`src/shared/cbr_consts.svh`:
```
// Register map, field positions, reset values and timing for the card bridge registers
`ifndef CBR_CONSTS_SVH
`define CBR_CONSTS_SVH

// Byte offsets in configuration space
`define CBR_OFS_RETRY        8'h90
`define CBR_OFS_CARD         8'h91
`define CBR_OFS_DEV          8'h92

// Reset values
`define CBR_RST_RETRY        8'hC0
`define CBR_RST_CARD         8'h00
`define CBR_RST_DEV          8'h66

// Writable and write-one-to-clear masks
`define CBR_RW_RETRY         8'hC0
`define CBR_W1C_RETRY        8'h2A
`define CBR_RW_CARD          8'hE6
`define CBR_W1C_CARD         8'h01
`define CBR_RW_DEV           8'hEF

// Retry status fields
`define CBR_HOST_CNT_EN      7
`define CBR_CARD_CNT_EN      6

// Card control fields
`define CBR_RING_EN          7
`define CBR_VIDEO_EN         6
`define CBR_AUDIO_EN         2
`define CBR_CARD_SPEAKER_IN_EN          1
`define CBR_IRQ_FLAG         0

// Device control fields
`define CBR_PWR_HOLD         7
`define CBR_LV_CAP           6
`define CBR_DIAG             5
`define CBR_MODE_HI          2
`define CBR_MODE_LO          1

// Retry timeout: two to this power of clock cycles
`define CBR_RETRY_EXP        15
`define CBR_RETRY_CYC        (1 << `CBR_RETRY_EXP)

`endif

```
`src/shared/cbr_pkg.sv`:
```
// Types shared by the card bridge register block
package cbr_pkg;

    typedef enum logic [1:0] {
        CBR_IRQ_PAR_PCI,
        CBR_IRQ_PAR_IRQ_PAR_PCI,
        CBR_IRQ_SER_IRQ_PAR_PCI,
        CBR_IRQ_SER_ALL
    } cbr_irq_mode_e;

endpackage

```
`src/shared/cbr_retry_if.sv`:
```
// Link between the register bank and one retry timeout watcher
`timescale 1ns/1ps
interface cbr_retry_if;
    logic start;
    logic back;
    logic en;
    logic expired;

    modport watch (input start, input back, input en, output expired);
    modport ctl   (output start, output back, output en, input expired);
endinterface

```
`src/hdl/cbr_regs.sv`:
```
// Retry status, card control and device control registers of the card bridge
`timescale 1ns/1ps
`include "cbr_consts.svh"
module cbr_regs
    import cbr_pkg::*;
#(
    parameter int RETRY_TIMEOUT_CYC = `CBR_RETRY_CYC
) (
    // Clock and reset
    input  wire logic        clk_i,
    input  wire logic        srst_i,
    // Configuration access
    input  wire logic [7:0]  cfg_addr_i,
    input  wire logic        cfg_wr_i,
    input  wire logic        cfg_rd_i,
    input  wire logic [7:0]  cfg_wdata_i,
    output logic      [7:0]  cfg_rdata_o,
    output logic             cfg_ack_o,
    // Retry tracking: 0 host target, 1 card target A, 2 card target B
    input  wire logic [2:0]  retry_issued_i,
    input  wire logic [2:0]  master_returned_i,
    // Card pins
    input  wire logic        card_func_irq_i,
    input  wire logic        card_ring_i,
    input  wire logic        card_audio_signal_i,
    input  wire logic        card_speaker_in_i,
    // Ring routing
    input  wire logic        ring_pin_select_i,
    output logic             ring_wake_pin_o,
    output logic             multi_pin_two_o,
    output logic             multi_pin_four_o,
    // Audio, speaker and video
    output logic             card_audio_pwm_out_o,
    output logic             speaker_out_pin_o,
    output logic             speaker_out_oe_n_o,
    output logic             video_port_oe_n_o,
    // Socket power
    input  wire logic        in_d3_i,
    input  wire logic        sock_pwr_down_req_i,
    output logic             sock_pwr_down_ok_o,
    output logic             socket_power_hold_o,
    // Device behaviour
    output logic             low_volt_capable_force_o,
    output logic             legacy_io_diag_o,
    output cbr_irq_mode_e    irq_signal_mode_o
);

    ////////////////////////////////////////////////////////////////////////
    // Storage and helpers

    logic [7:0] retry_q;
    logic [7:0] card_q;
    logic [7:0] dev_q;
    logic [2:0] expired;
    logic       irq_s;
    logic       ring_s;
    logic       audio_s;
    logic       card_speaker_in_s;
    logic       wr_retry;
    logic       wr_card;
    logic       wr_dev;

    function automatic logic [7:0] wr_update(input logic [7:0] cur,
                                             input logic [7:0] wdata,
                                             input logic [7:0] rw_mask,
                                             input logic [7:0] w1c_mask,
                                             input logic [7:0] set,
                                             input logic       hit);
        logic [7:0] nv;
        nv = cur;
        if (hit) begin
            nv = (cur & ~rw_mask) | (wdata & rw_mask);
            nv = nv & ~(wdata & w1c_mask);
        end
        return nv | (set & w1c_mask);
    endfunction

    function automatic logic is_write(input logic [7:0] ofs);
        return cfg_wr_i && (cfg_addr_i == ofs);
    endfunction

    // Write decodes as nets, so the checks see sampled values
    assign wr_retry = is_write(`CBR_OFS_RETRY);
    assign wr_card  = is_write(`CBR_OFS_CARD);
    assign wr_dev   = is_write(`CBR_OFS_DEV);

    ////////////////////////////////////////////////////////////////////////
    // Pin synchronisers

    cbr_sync #(.W(4)) u_pin_sync (
        .clk_i  (clk_i),
        .srst_i (srst_i),
        .d_i    ({card_func_irq_i, card_ring_i, card_audio_signal_i, card_speaker_in_i}),
        .q_o    ({irq_s, ring_s, audio_s, card_speaker_in_s})
    );

    ////////////////////////////////////////////////////////////////////////
    // Retry timeout watchers

    cbr_retry_if rif[3] ();

    genvar g;
    generate
        for (g = 0; g < 3; g++) begin : g_watch
            assign rif[g].start = retry_issued_i[g];
            assign rif[g].back  = master_returned_i[g];
            if (g == 0) begin : g_host
                assign rif[g].en = retry_q[`CBR_HOST_CNT_EN];
            end else begin : g_card
                assign rif[g].en = retry_q[`CBR_CARD_CNT_EN];
            end
            assign expired[g] = rif[g].expired;

            cbr_retry_watch #(.TIMEOUT_CYC(RETRY_TIMEOUT_CYC)) u_watch (
                .clk_i  (clk_i),
                .srst_i (srst_i),
                .rw     (rif[g])
            );
        end
    endgenerate

    ////////////////////////////////////////////////////////////////////////
    // Register updates

    // Expiry flags at 1, 3, 5; set wins over clear
    always_ff @(posedge clk_i) begin
        if (srst_i) begin
            retry_q <= `CBR_RST_RETRY;
        end else begin
            retry_q <= wr_update(retry_q, cfg_wdata_i, `CBR_RW_RETRY, `CBR_W1C_RETRY,
                                 {2'b00, expired[2], 1'b0, expired[1], 1'b0,
                                  expired[0], 1'b0},
                                 is_write(`CBR_OFS_RETRY));
        end
    end

    always_ff @(posedge clk_i) begin
        if (srst_i) begin
            card_q <= `CBR_RST_CARD;
        end else begin
            card_q <= wr_update(card_q, cfg_wdata_i, `CBR_RW_CARD, `CBR_W1C_CARD,
                                {7'h00, irq_s},
                                is_write(`CBR_OFS_CARD));
        end
    end

    // Test and reserved bits 3 and 0 are stored as written; bit 4 is always stored as 0
    always_ff @(posedge clk_i) begin
        if (srst_i) begin
            dev_q <= `CBR_RST_DEV;
        end else if (is_write(`CBR_OFS_DEV)) begin
            dev_q <= cfg_wdata_i & `CBR_RW_DEV;
        end
    end

    ////////////////////////////////////////////////////////////////////////
    // Read path

    always_ff @(posedge clk_i) begin
        if (srst_i) begin
            cfg_rdata_o <= 8'h00;
            cfg_ack_o   <= 1'b0;
        end else begin
            cfg_ack_o <= cfg_rd_i || cfg_wr_i;
            if (cfg_rd_i) begin
                unique case (cfg_addr_i)
                    `CBR_OFS_RETRY: cfg_rdata_o <= retry_q
                                                   & (`CBR_RW_RETRY | `CBR_W1C_RETRY);
                    `CBR_OFS_CARD:  cfg_rdata_o <= card_q & (`CBR_RW_CARD | `CBR_W1C_CARD);
                    `CBR_OFS_DEV:   cfg_rdata_o <= dev_q & `CBR_RW_DEV;
                    default:        cfg_rdata_o <= 8'h00;
                endcase
            end else begin
                cfg_rdata_o <= 8'h00;
            end
        end
    end

    ////////////////////////////////////////////////////////////////////////
    // Signal routing

    always_ff @(posedge clk_i) begin
        if (srst_i) begin
            ring_wake_pin_o  <= 1'b0;
            multi_pin_two_o  <= 1'b0;
            multi_pin_four_o <= 1'b0;
        end else begin
            ring_wake_pin_o  <= card_q[`CBR_RING_EN] && !ring_pin_select_i && ring_s;
            multi_pin_two_o  <= card_q[`CBR_RING_EN] && ring_s;
            multi_pin_four_o <= card_q[`CBR_RING_EN] && ring_s;
        end
    end

    always_ff @(posedge clk_i) begin
        if (srst_i) begin
            card_audio_pwm_out_o <= 1'b0;
            speaker_out_pin_o    <= 1'b0;
        end else begin
            card_audio_pwm_out_o <= card_q[`CBR_AUDIO_EN] && audio_s;
            speaker_out_pin_o    <= card_q[`CBR_CARD_SPEAKER_IN_EN] && card_speaker_in_s;
        end
    end

    assign speaker_out_oe_n_o = !card_q[`CBR_CARD_SPEAKER_IN_EN];
    assign video_port_oe_n_o  = card_q[`CBR_VIDEO_EN];

    ////////////////////////////////////////////////////////////////////////
    // Device behaviour outputs

    assign socket_power_hold_o      = dev_q[`CBR_PWR_HOLD];
    assign sock_pwr_down_ok_o       = sock_pwr_down_req_i
                                      && !(dev_q[`CBR_PWR_HOLD] && in_d3_i);
    assign low_volt_capable_force_o = dev_q[`CBR_LV_CAP];
    assign legacy_io_diag_o         = dev_q[`CBR_DIAG];
    assign irq_signal_mode_o        = cbr_irq_mode_e'(dev_q[`CBR_MODE_HI:`CBR_MODE_LO]);
endmodule

```
`src/hdl/cbr_retry_watch.sv`:
```
// Retry timeout counter for one retried master
`timescale 1ns/1ps
`include "cbr_consts.svh"
module cbr_retry_watch #(
    parameter int TIMEOUT_CYC = `CBR_RETRY_CYC
) (
    // Clock and reset
    input  wire logic clk_i,
    input  wire logic srst_i,
    // Register bank side
    cbr_retry_if.watch rw
);
    localparam int CW = (TIMEOUT_CYC > 1) ? $clog2(TIMEOUT_CYC) : 1;
    localparam logic [CW-1:0] LAST = CW'(TIMEOUT_CYC - 1);

    logic          busy;
    logic [CW-1:0] cnt;

    // Disabled counter never runs; a returning master stops the wait
    always_ff @(posedge clk_i) begin
        if (srst_i || !rw.en || rw.back) begin
            busy <= 1'b0;
            cnt  <= '0;
        end else if (rw.start) begin
            busy <= 1'b1;
            cnt  <= '0;
        end else if (busy) begin
            if (cnt == LAST) begin
                busy <= 1'b0;
            end else begin
                cnt <= cnt + 1'b1;
            end
        end
    end

    assign rw.expired = busy && rw.en && !rw.back && !rw.start && (cnt == LAST);
endmodule

```
`src/hdl/cbr_sync.sv`:
```
// Two-stage synchroniser for pin inputs
`timescale 1ns/1ps
module cbr_sync #(
    parameter int W = 1
) (
    // Clock and reset
    input  wire logic         clk_i,
    input  wire logic         srst_i,
    // Data
    input  wire logic [W-1:0] d_i,
    output logic      [W-1:0] q_o
);
    logic [W-1:0] meta;

    always_ff @(posedge clk_i) begin
        if (srst_i) begin
            meta <= '0;
            q_o  <= '0;
        end else begin
            meta <= d_i;
            q_o  <= meta;
        end
    end
endmodule

```
`config.mk`:
```
export PLATFORM = sky130hd
export DESIGN_NAME = cbr_regs
export DESIGN_NICKNAME = d
export VERILOG_FILES = /design/src/shared/cbr_pkg.sv /design/src/shared/cbr_retry_if.sv /design/src/hdl/cbr_regs.sv /design/src/hdl/cbr_retry_watch.sv /design/src/hdl/cbr_sync.sv
export VERILOG_INCLUDE_DIRS = /design/src /design/src/shared
export SDC_FILE = /design/constraint.sdc
export NUM_CORES = 1
export LEC_CHECK = 0
export BUFFER_PORTS_ARGS = -buffer_cell sky130_fd_sc_hd__clkbuf_2
export CORE_ASPECT_RATIO = 1.4
export CORE_MARGIN = 2
export CORE_UTILIZATION = 40
export CTS_CLUSTER_DIAMETER = 40
export DETAILED_ROUTE_END_ITERATION = 7
export GPL_ROUTABILITY_DRIVEN = 0
export PLACE_DENSITY = 0.63
export SETUP_SLACK_MARGIN = 0.5
export SYNTH_ARGS = -nofsm -noshare
export SYNTH_HDL_FRONTEND = slang
export SYNTH_SLANG_ARGS = --single-unit
```
`constraint.sdc`:
```
create_clock -name clk_i -period 3.5 [get_ports clk_i]
set_input_delay 0.525 -clock clk_i [delete_from_list [all_inputs] [get_ports clk_i]]
set_output_delay 0.525 -clock clk_i [all_outputs]
set_load 0.005 [all_outputs]
```
# After elaboration in Yosys (flattened, before gate mapping)
# Index checks and enable logic that the tools add are counted.
dict set report totals {
  n_memories 0
  rom_bits 0
  wordCells 98
  ff_bits 92
  latch_bits 0
  ramBits 0
}
dict set report op_classes {
  bitwise 12
  div 0
  shifts 0
  muxes 14
  multipliers 0
  reduce_logical 46
  addsub 3
  magnitude_cmp 0
  n_eq_ne 6
}
# operator n
set ops {}
lappend ops {{$add 15x1->15 const B} 3}
lappend ops {{$eq 15x15->1 const B} 3}
lappend ops {{$mux 8} 4}
lappend ops {{$eq 8x8->1 const B} 3}
lappend ops {{$pmux 8 s3} 1}
lappend ops {{$logic_and 1x1->1} 22}
lappend ops {{$and 8x8->8} 2}
lappend ops {{$logic_not 1->1} 11}
lappend ops {{$mux 1} 9}
lappend ops {{$not 1->8} 1}
lappend ops {{$not 6->8} 1}
lappend ops {{$or 5x8->8} 1}
lappend ops {{$or 6x8->8} 1}
lappend ops {{$or 8x1->8} 1}
lappend ops {{$or 8x6->8} 1}
lappend ops {{$reduce_or 2->1} 4}
lappend ops {{$logic_or 1x1->1} 6}
lappend ops {{$reduce_and 2->1} 3}
lappend ops {{$not 1->1} 4}

# Depth between registers and ports, before layout
dict set report logic_depth {
  word_depth 5
  depth_mapped 6
  mapped_depth_nobuf 5
}

# Modules after synthesis
# Synthesis repeated with hierarchy kept, for this count alone.
dict set report unflattened {
  hier_cells 447
  hier_area_um2 4136.5
}
# mod seq_area_each_um2 n_inst cells_per_inst area_each_um2
set by_module_without_submodules {}
lappend by_module_without_submodules {cbr_retry_watch 320.3 3 98 864.6}
lappend by_module_without_submodules {cbr_regs 600.6 1 137 1332.5}
lappend by_module_without_submodules {cbr_sync 160.2 1 16 210.2}

# Worst setup path after synthesis
# Ideal clock, no wire load.
dict set report synth_timing {
  path_kind {input-to-reg}
  from {input port srst_i}
  to {register g_watch[2].u_watch.cnt[10]}
  setup_time_ns 0.061
  arrival_ns 1.717
  path_slack_ns 1.722
  cell_stages 4
  path_cell_list {or4b_1 > buf_2 > or4_1 > nand2_1}
}
dict set report synth_via {
  elab_chain_len 3
}
# element line_no
set synth_rtl {}
lappend synth_rtl {{start: declaration} cbr_regs.sv:11} ;# input wire logic srst_i,
lappend synth_rtl {{$logic_or 1x1->1 (2 in a row)} cbr_retry_watch.sv:21} ;# if (srst_i || !rw.en || rw.back) begin
lappend synth_rtl {{$reduce_or 2->1 (no source line)} --}
lappend synth_rtl {{end signal: assignment} cbr_retry_watch.sv:31} ;# cnt <= cnt + 1'b1;
lappend synth_rtl {{end: declaration} cbr_retry_watch.sv:17} ;# logic [CW-1:0] cnt;
# No other way between the ends.
# A chain may end at the register's enable or synchronous reset.

# Worst setup path in the final report
dict set report layout_timing {
  from {register g_watch[2].u_watch.cnt[0]}
  to {register g_watch[2].u_watch.cnt[5]}
}
dict set report layout_via {
  elab_chain_len 3
}
# element
set layout_rtl {}
lappend layout_rtl {{parallel branches: the longest is 3 deep, another holds $add 15x1->15}}
# Parallel ways; which one is timed is not known.

==> run_results.csv <==
group,metric,value,unit
global_route,antenna_found_initial,0,
clock_network,ctsResizeCount,0,
logic_synthesis,async_flop_share,0,%
global_route,grt_usage,16.6,%
critical_path,cp_slowest_stage_delay,0.80,ns
critical_path,cp-startpoint,"g_watch[2].u_watch.cnt[0]",
clock_network,numCtsBuffers,9,
cells_and_area,drive_above_1_share,16.3,%
routing,wirelength,8.12,mm
logic_synthesis,ys_warn_count,0,
global_route,grt_max_degree,36,
critical_path,rr_worst_depth,5,
critical_path,crit_required,3.76,ns
timing,fin_crit_sh,58.4,%
floorplan,dieArea,0.0103,mm2
critical_path,path_cells,"ha_1, nand4_2, o41ai_4, o21ai_0, a21oi_1",
cells_and_area,n_fill_cell,879,
clock_network,cts_hold_buf,0,
place,place_hpwl,5.69,mm
cells_and_area,multi_input_area,0.00192,mm2
logic_synthesis,synth-simple-area-share,29.1,%
power,irDropWorstVdd,0.228,mV
clock_network,cts_max_path_buffers,2,
cells_and_area,area_growth,17.0,%
timing,tns,0,ns
critical_path,cp.arrival,2.31,ns
cells_and_area,most-common-layout-cells,"86 x dfxtp_1, 52 x clkbuf_2, 51 x nor2_1",
routing,drtIter0Drc,122,
clock_network,cts_root_buffer,"clkbuf_16",
critical_path,path_class,"flip-flop to flip-flop",
floorplan,initial_core_util,40.6,%
cells_and_area,seq_area,0.00172,mm2
hold_path,hp-class,"primary input to flip-flop",
critical_path,critPathMaxFanout,16,
critical_path,timing.rr.start,"g_watch[2].u_watch.cnt[0]",
hold_path,whs_path_depth,2,
global_route,grt_pass1_vias,3038,
routing,dr.pass1.iters,4,
logic_synthesis,synth_edf_count,0,
logic_synthesis,syn_avg_cell_area,8.82,um2
cells_and_area,fin_cells,590,
critical_path,rrSetupSlack,1.46,ns
logic_synthesis,synthAdderAreaFrac,0.989,%
logic_synthesis,seq_area_frac_synth,45.4,%
job,drv_cap,0,
place,place_inst,574,
floorplan,core-area,0.00935,mm2
place,io_buffers,52,
routing,postRouteAntennaNets,0,
timing,hold_violations,0,
critical_path,cp-start-kind,"flip-flop",
floorplan,die_h,119,um
routing,wire_per_inst,13.8,um
routing,drc,0,
clock_network,path_clk_slew,0.07,ns
timing,worstMarginPinSlew,0.942,ns
hold_path,min_to,"ring_wake_pin_o",
power,p_leak,1.66,nW
critical_path,crit_slowest_cell,"o41ai_4",
power,total_power,0.00212,W
cells_and_area,utilization,47.4,%
floorplan,fp.dieW,86.3,um
cells_and_area,fin_nets,511,
logic_synthesis,ys_types,53,
timing,relSlewSlack,36.3,%
logic_synthesis,syn_area,0.00379,mm2
clock_network,htree_levels,3,
critical_path,worstSetupEndpointType,"flip-flop",
global_route,grt_pass1_wl,13.7,mm
logic_synthesis,synth_xor_xnor_area_share,0.462,%
logic_synthesis,synthMuxAreaShare,4.49,%
timing,fmax,0.489,GHz
clock_network,clkLatencyLatePin,0.34,ns
timing,rsz0062_at_grt,"false",
routing,vias,3306,
routing,vias_per_cell,5.60,
logic_synthesis,ys_ff_latch,86,
logic_synthesis,synth_top_family_by_area,"simple AND/OR/NAND/NOR gates",
logic_synthesis,synth_nets,466,
floorplan,num_rows,42,
floorplan,ioPinCount,55,
critical_path,r2r_end,"g_watch[2].u_watch.cnt[5]",
logic_synthesis,netlist_instances,430,
logic_synthesis,synth-main-ff-cell,"dfxtp_1",
run_status,outcome,"finished, final reports clean",
clock_network,cts_sinks,86,
timing,report.final.slew_viol_count,0,
timing,finalSetupViolCount,0,
logic_synthesis,synth_compound_area_share,15.5,%
clock_network,tritoncts,"done",
global_route,overflow,0,
timing,clock_skew,0.00758,ns
cells_and_area,diodes,0,
power,pwr_density_cell,478,mW/mm2
clock_network,postCtsSetupRepairBufs,0,
hold_path,min_from,"ring_pin_select_i",
cells_and_area,layout_commonest_cell,"dfxtp_1",
timing,layout_min_cycle_time,2.04,ns
-- cell usage after synthesis (2+ instances only) --
master / n / share of area, %
a211o_1: 7 / 1.6
a21oi_1: 27 / 3.6
a22oi_1: 2 / 0.40
a31oi_1: 4 / 0.66
a41oi_1: 3 / 0.69
and2_1: 3 / 0.49
and3_1: 7 / 1.2
and4_1: 8 / 1.8
buf_2: 5 / 0.66
buf_4: 5 / 0.99
clkbuf_1: 10 / 0.99
dfxtp_1: 86 / 45
ha_1: 3 / 0.99
inv_1: 13 / 1.3
mux2i_1: 17 / 4.5
nand2_1: 31 / 3.1
nand2b_1: 3 / 0.49
nand3_1: 16 / 2.1
nand4_1: 11 / 1.8
nand4_2: 3 / 0.99
nand4b_1: 2 / 0.46
nor2_1: 51 / 5.0
nor2b_1: 14 / 2.3
nor3_1: 15 / 2.0
nor4_1: 3 / 0.49
nor4_2: 2 / 0.66
nor4b_1: 6 / 1.4
o2111ai_1: 3 / 0.69
o21ai_0: 16 / 2.1
o21ai_1: 6 / 0.79
o311ai_0: 2 / 0.46
o31ai_1: 5 / 0.99
o41ai_1: 2 / 0.46
or3_1: 9 / 1.5
or4_1: 10 / 2.0
or4b_1: 2 / 0.53
xor2_1: 2 / 0.46
-- how the worst max path moves through the flow --
stage / to / slack (ns) / cells after the start
final: g_watch[2].u_watch.cnt[5] / 1.46 / 5
after global routing: g_watch[2].u_watch.cnt[5] / 1.18 / 5
after CTS: g_watch[2].u_watch.cnt[5] / 1.44 / 5
after detailed placement: dev_q[2] / 1.28 / 4
after global placement: dev_q[2] / 1.29 / 4
after floorplan: g_watch[2].u_watch.cnt[10] / 1.72 / 4
-- layout make-up --
type                    instances  share of cell area, %
repair buffers                 54                   6.20
clock buffers                   9                   5.08
multi-input cells             311                   43.3
well taps                     110                   3.10
flip-flops and latches         86                   38.8
inverters                      13                   1.10
clock inverters                 7                   2.37
-- metrics by stage --
stage,instance area (um2),setup slack [ns],hold slack (ns)
after detailed placement,4110,1.28,0.412
after global routing,4440,1.18,0.327
final,4440,1.46,0.342
after CTS,4440,1.44,0.334
after global placement,4110,1.29,0.407
after floorplan,3790,1.72,0.402
-- layer usage --
layer | up-vias | wire (um) | GRT usage [%] | share of wire, %
met5 | - | 0 | 0 | 0
met4 | 0 | 173 | 7.62 | 2.1
met3 | 11 | 329 | 3.95 | 4.1
met2 | 64 | 3840 | 27.1 | 47
met1 | 1559 | 3780 | 20.5 | 47
li1 | 1672 | - | - | -
-- logic make-up after synthesis --
logic type      after synthesis
compound gates               88
xor+xnor                      2
flops                        86
mux                          17
buf+inv                      33
other cells                   1
simple gates                200
fa+ha+maj                     3
-- worst max-delay path: cells and delay by family, from the launching register on --
family / cells / cell delay [ns]
AO/OA/AOI/OAI: 3 / 1.15
flip-flops: 1 / 0.38
AND/OR/NAND/NOR: 1 / 0.19
adder cells (fa/ha/maj): 1 / 0.24
-- flip-flops by register name (all words and copies together) (netlist names) --
name / count
g_watch.u_watch.cnt: 45
cfg_rdata_o: 7
dev_q: 7
card_q: 6
retry_q: 5
u_pin_sync.meta: 4
u_pin_sync.q_o: 4
g_watch.u_watch.busy: 3
card_audio_pwm_out_o: 1
cfg_ack_o: 1
multi_pin_four_o: 1
ring_wake_pin_o: 1
speaker_out_pin_o: 1
-- power by group --
part	leakage [nW]	switching (W)	internal, W
sequential	0.695	0.00000556	0.000986
clock	0.158	0.000422	0.000635
combinational	0.809	0.0000422	0.0000300
total	1.66	0.000470	0.00165
Power figures use the tool's default switching activity.
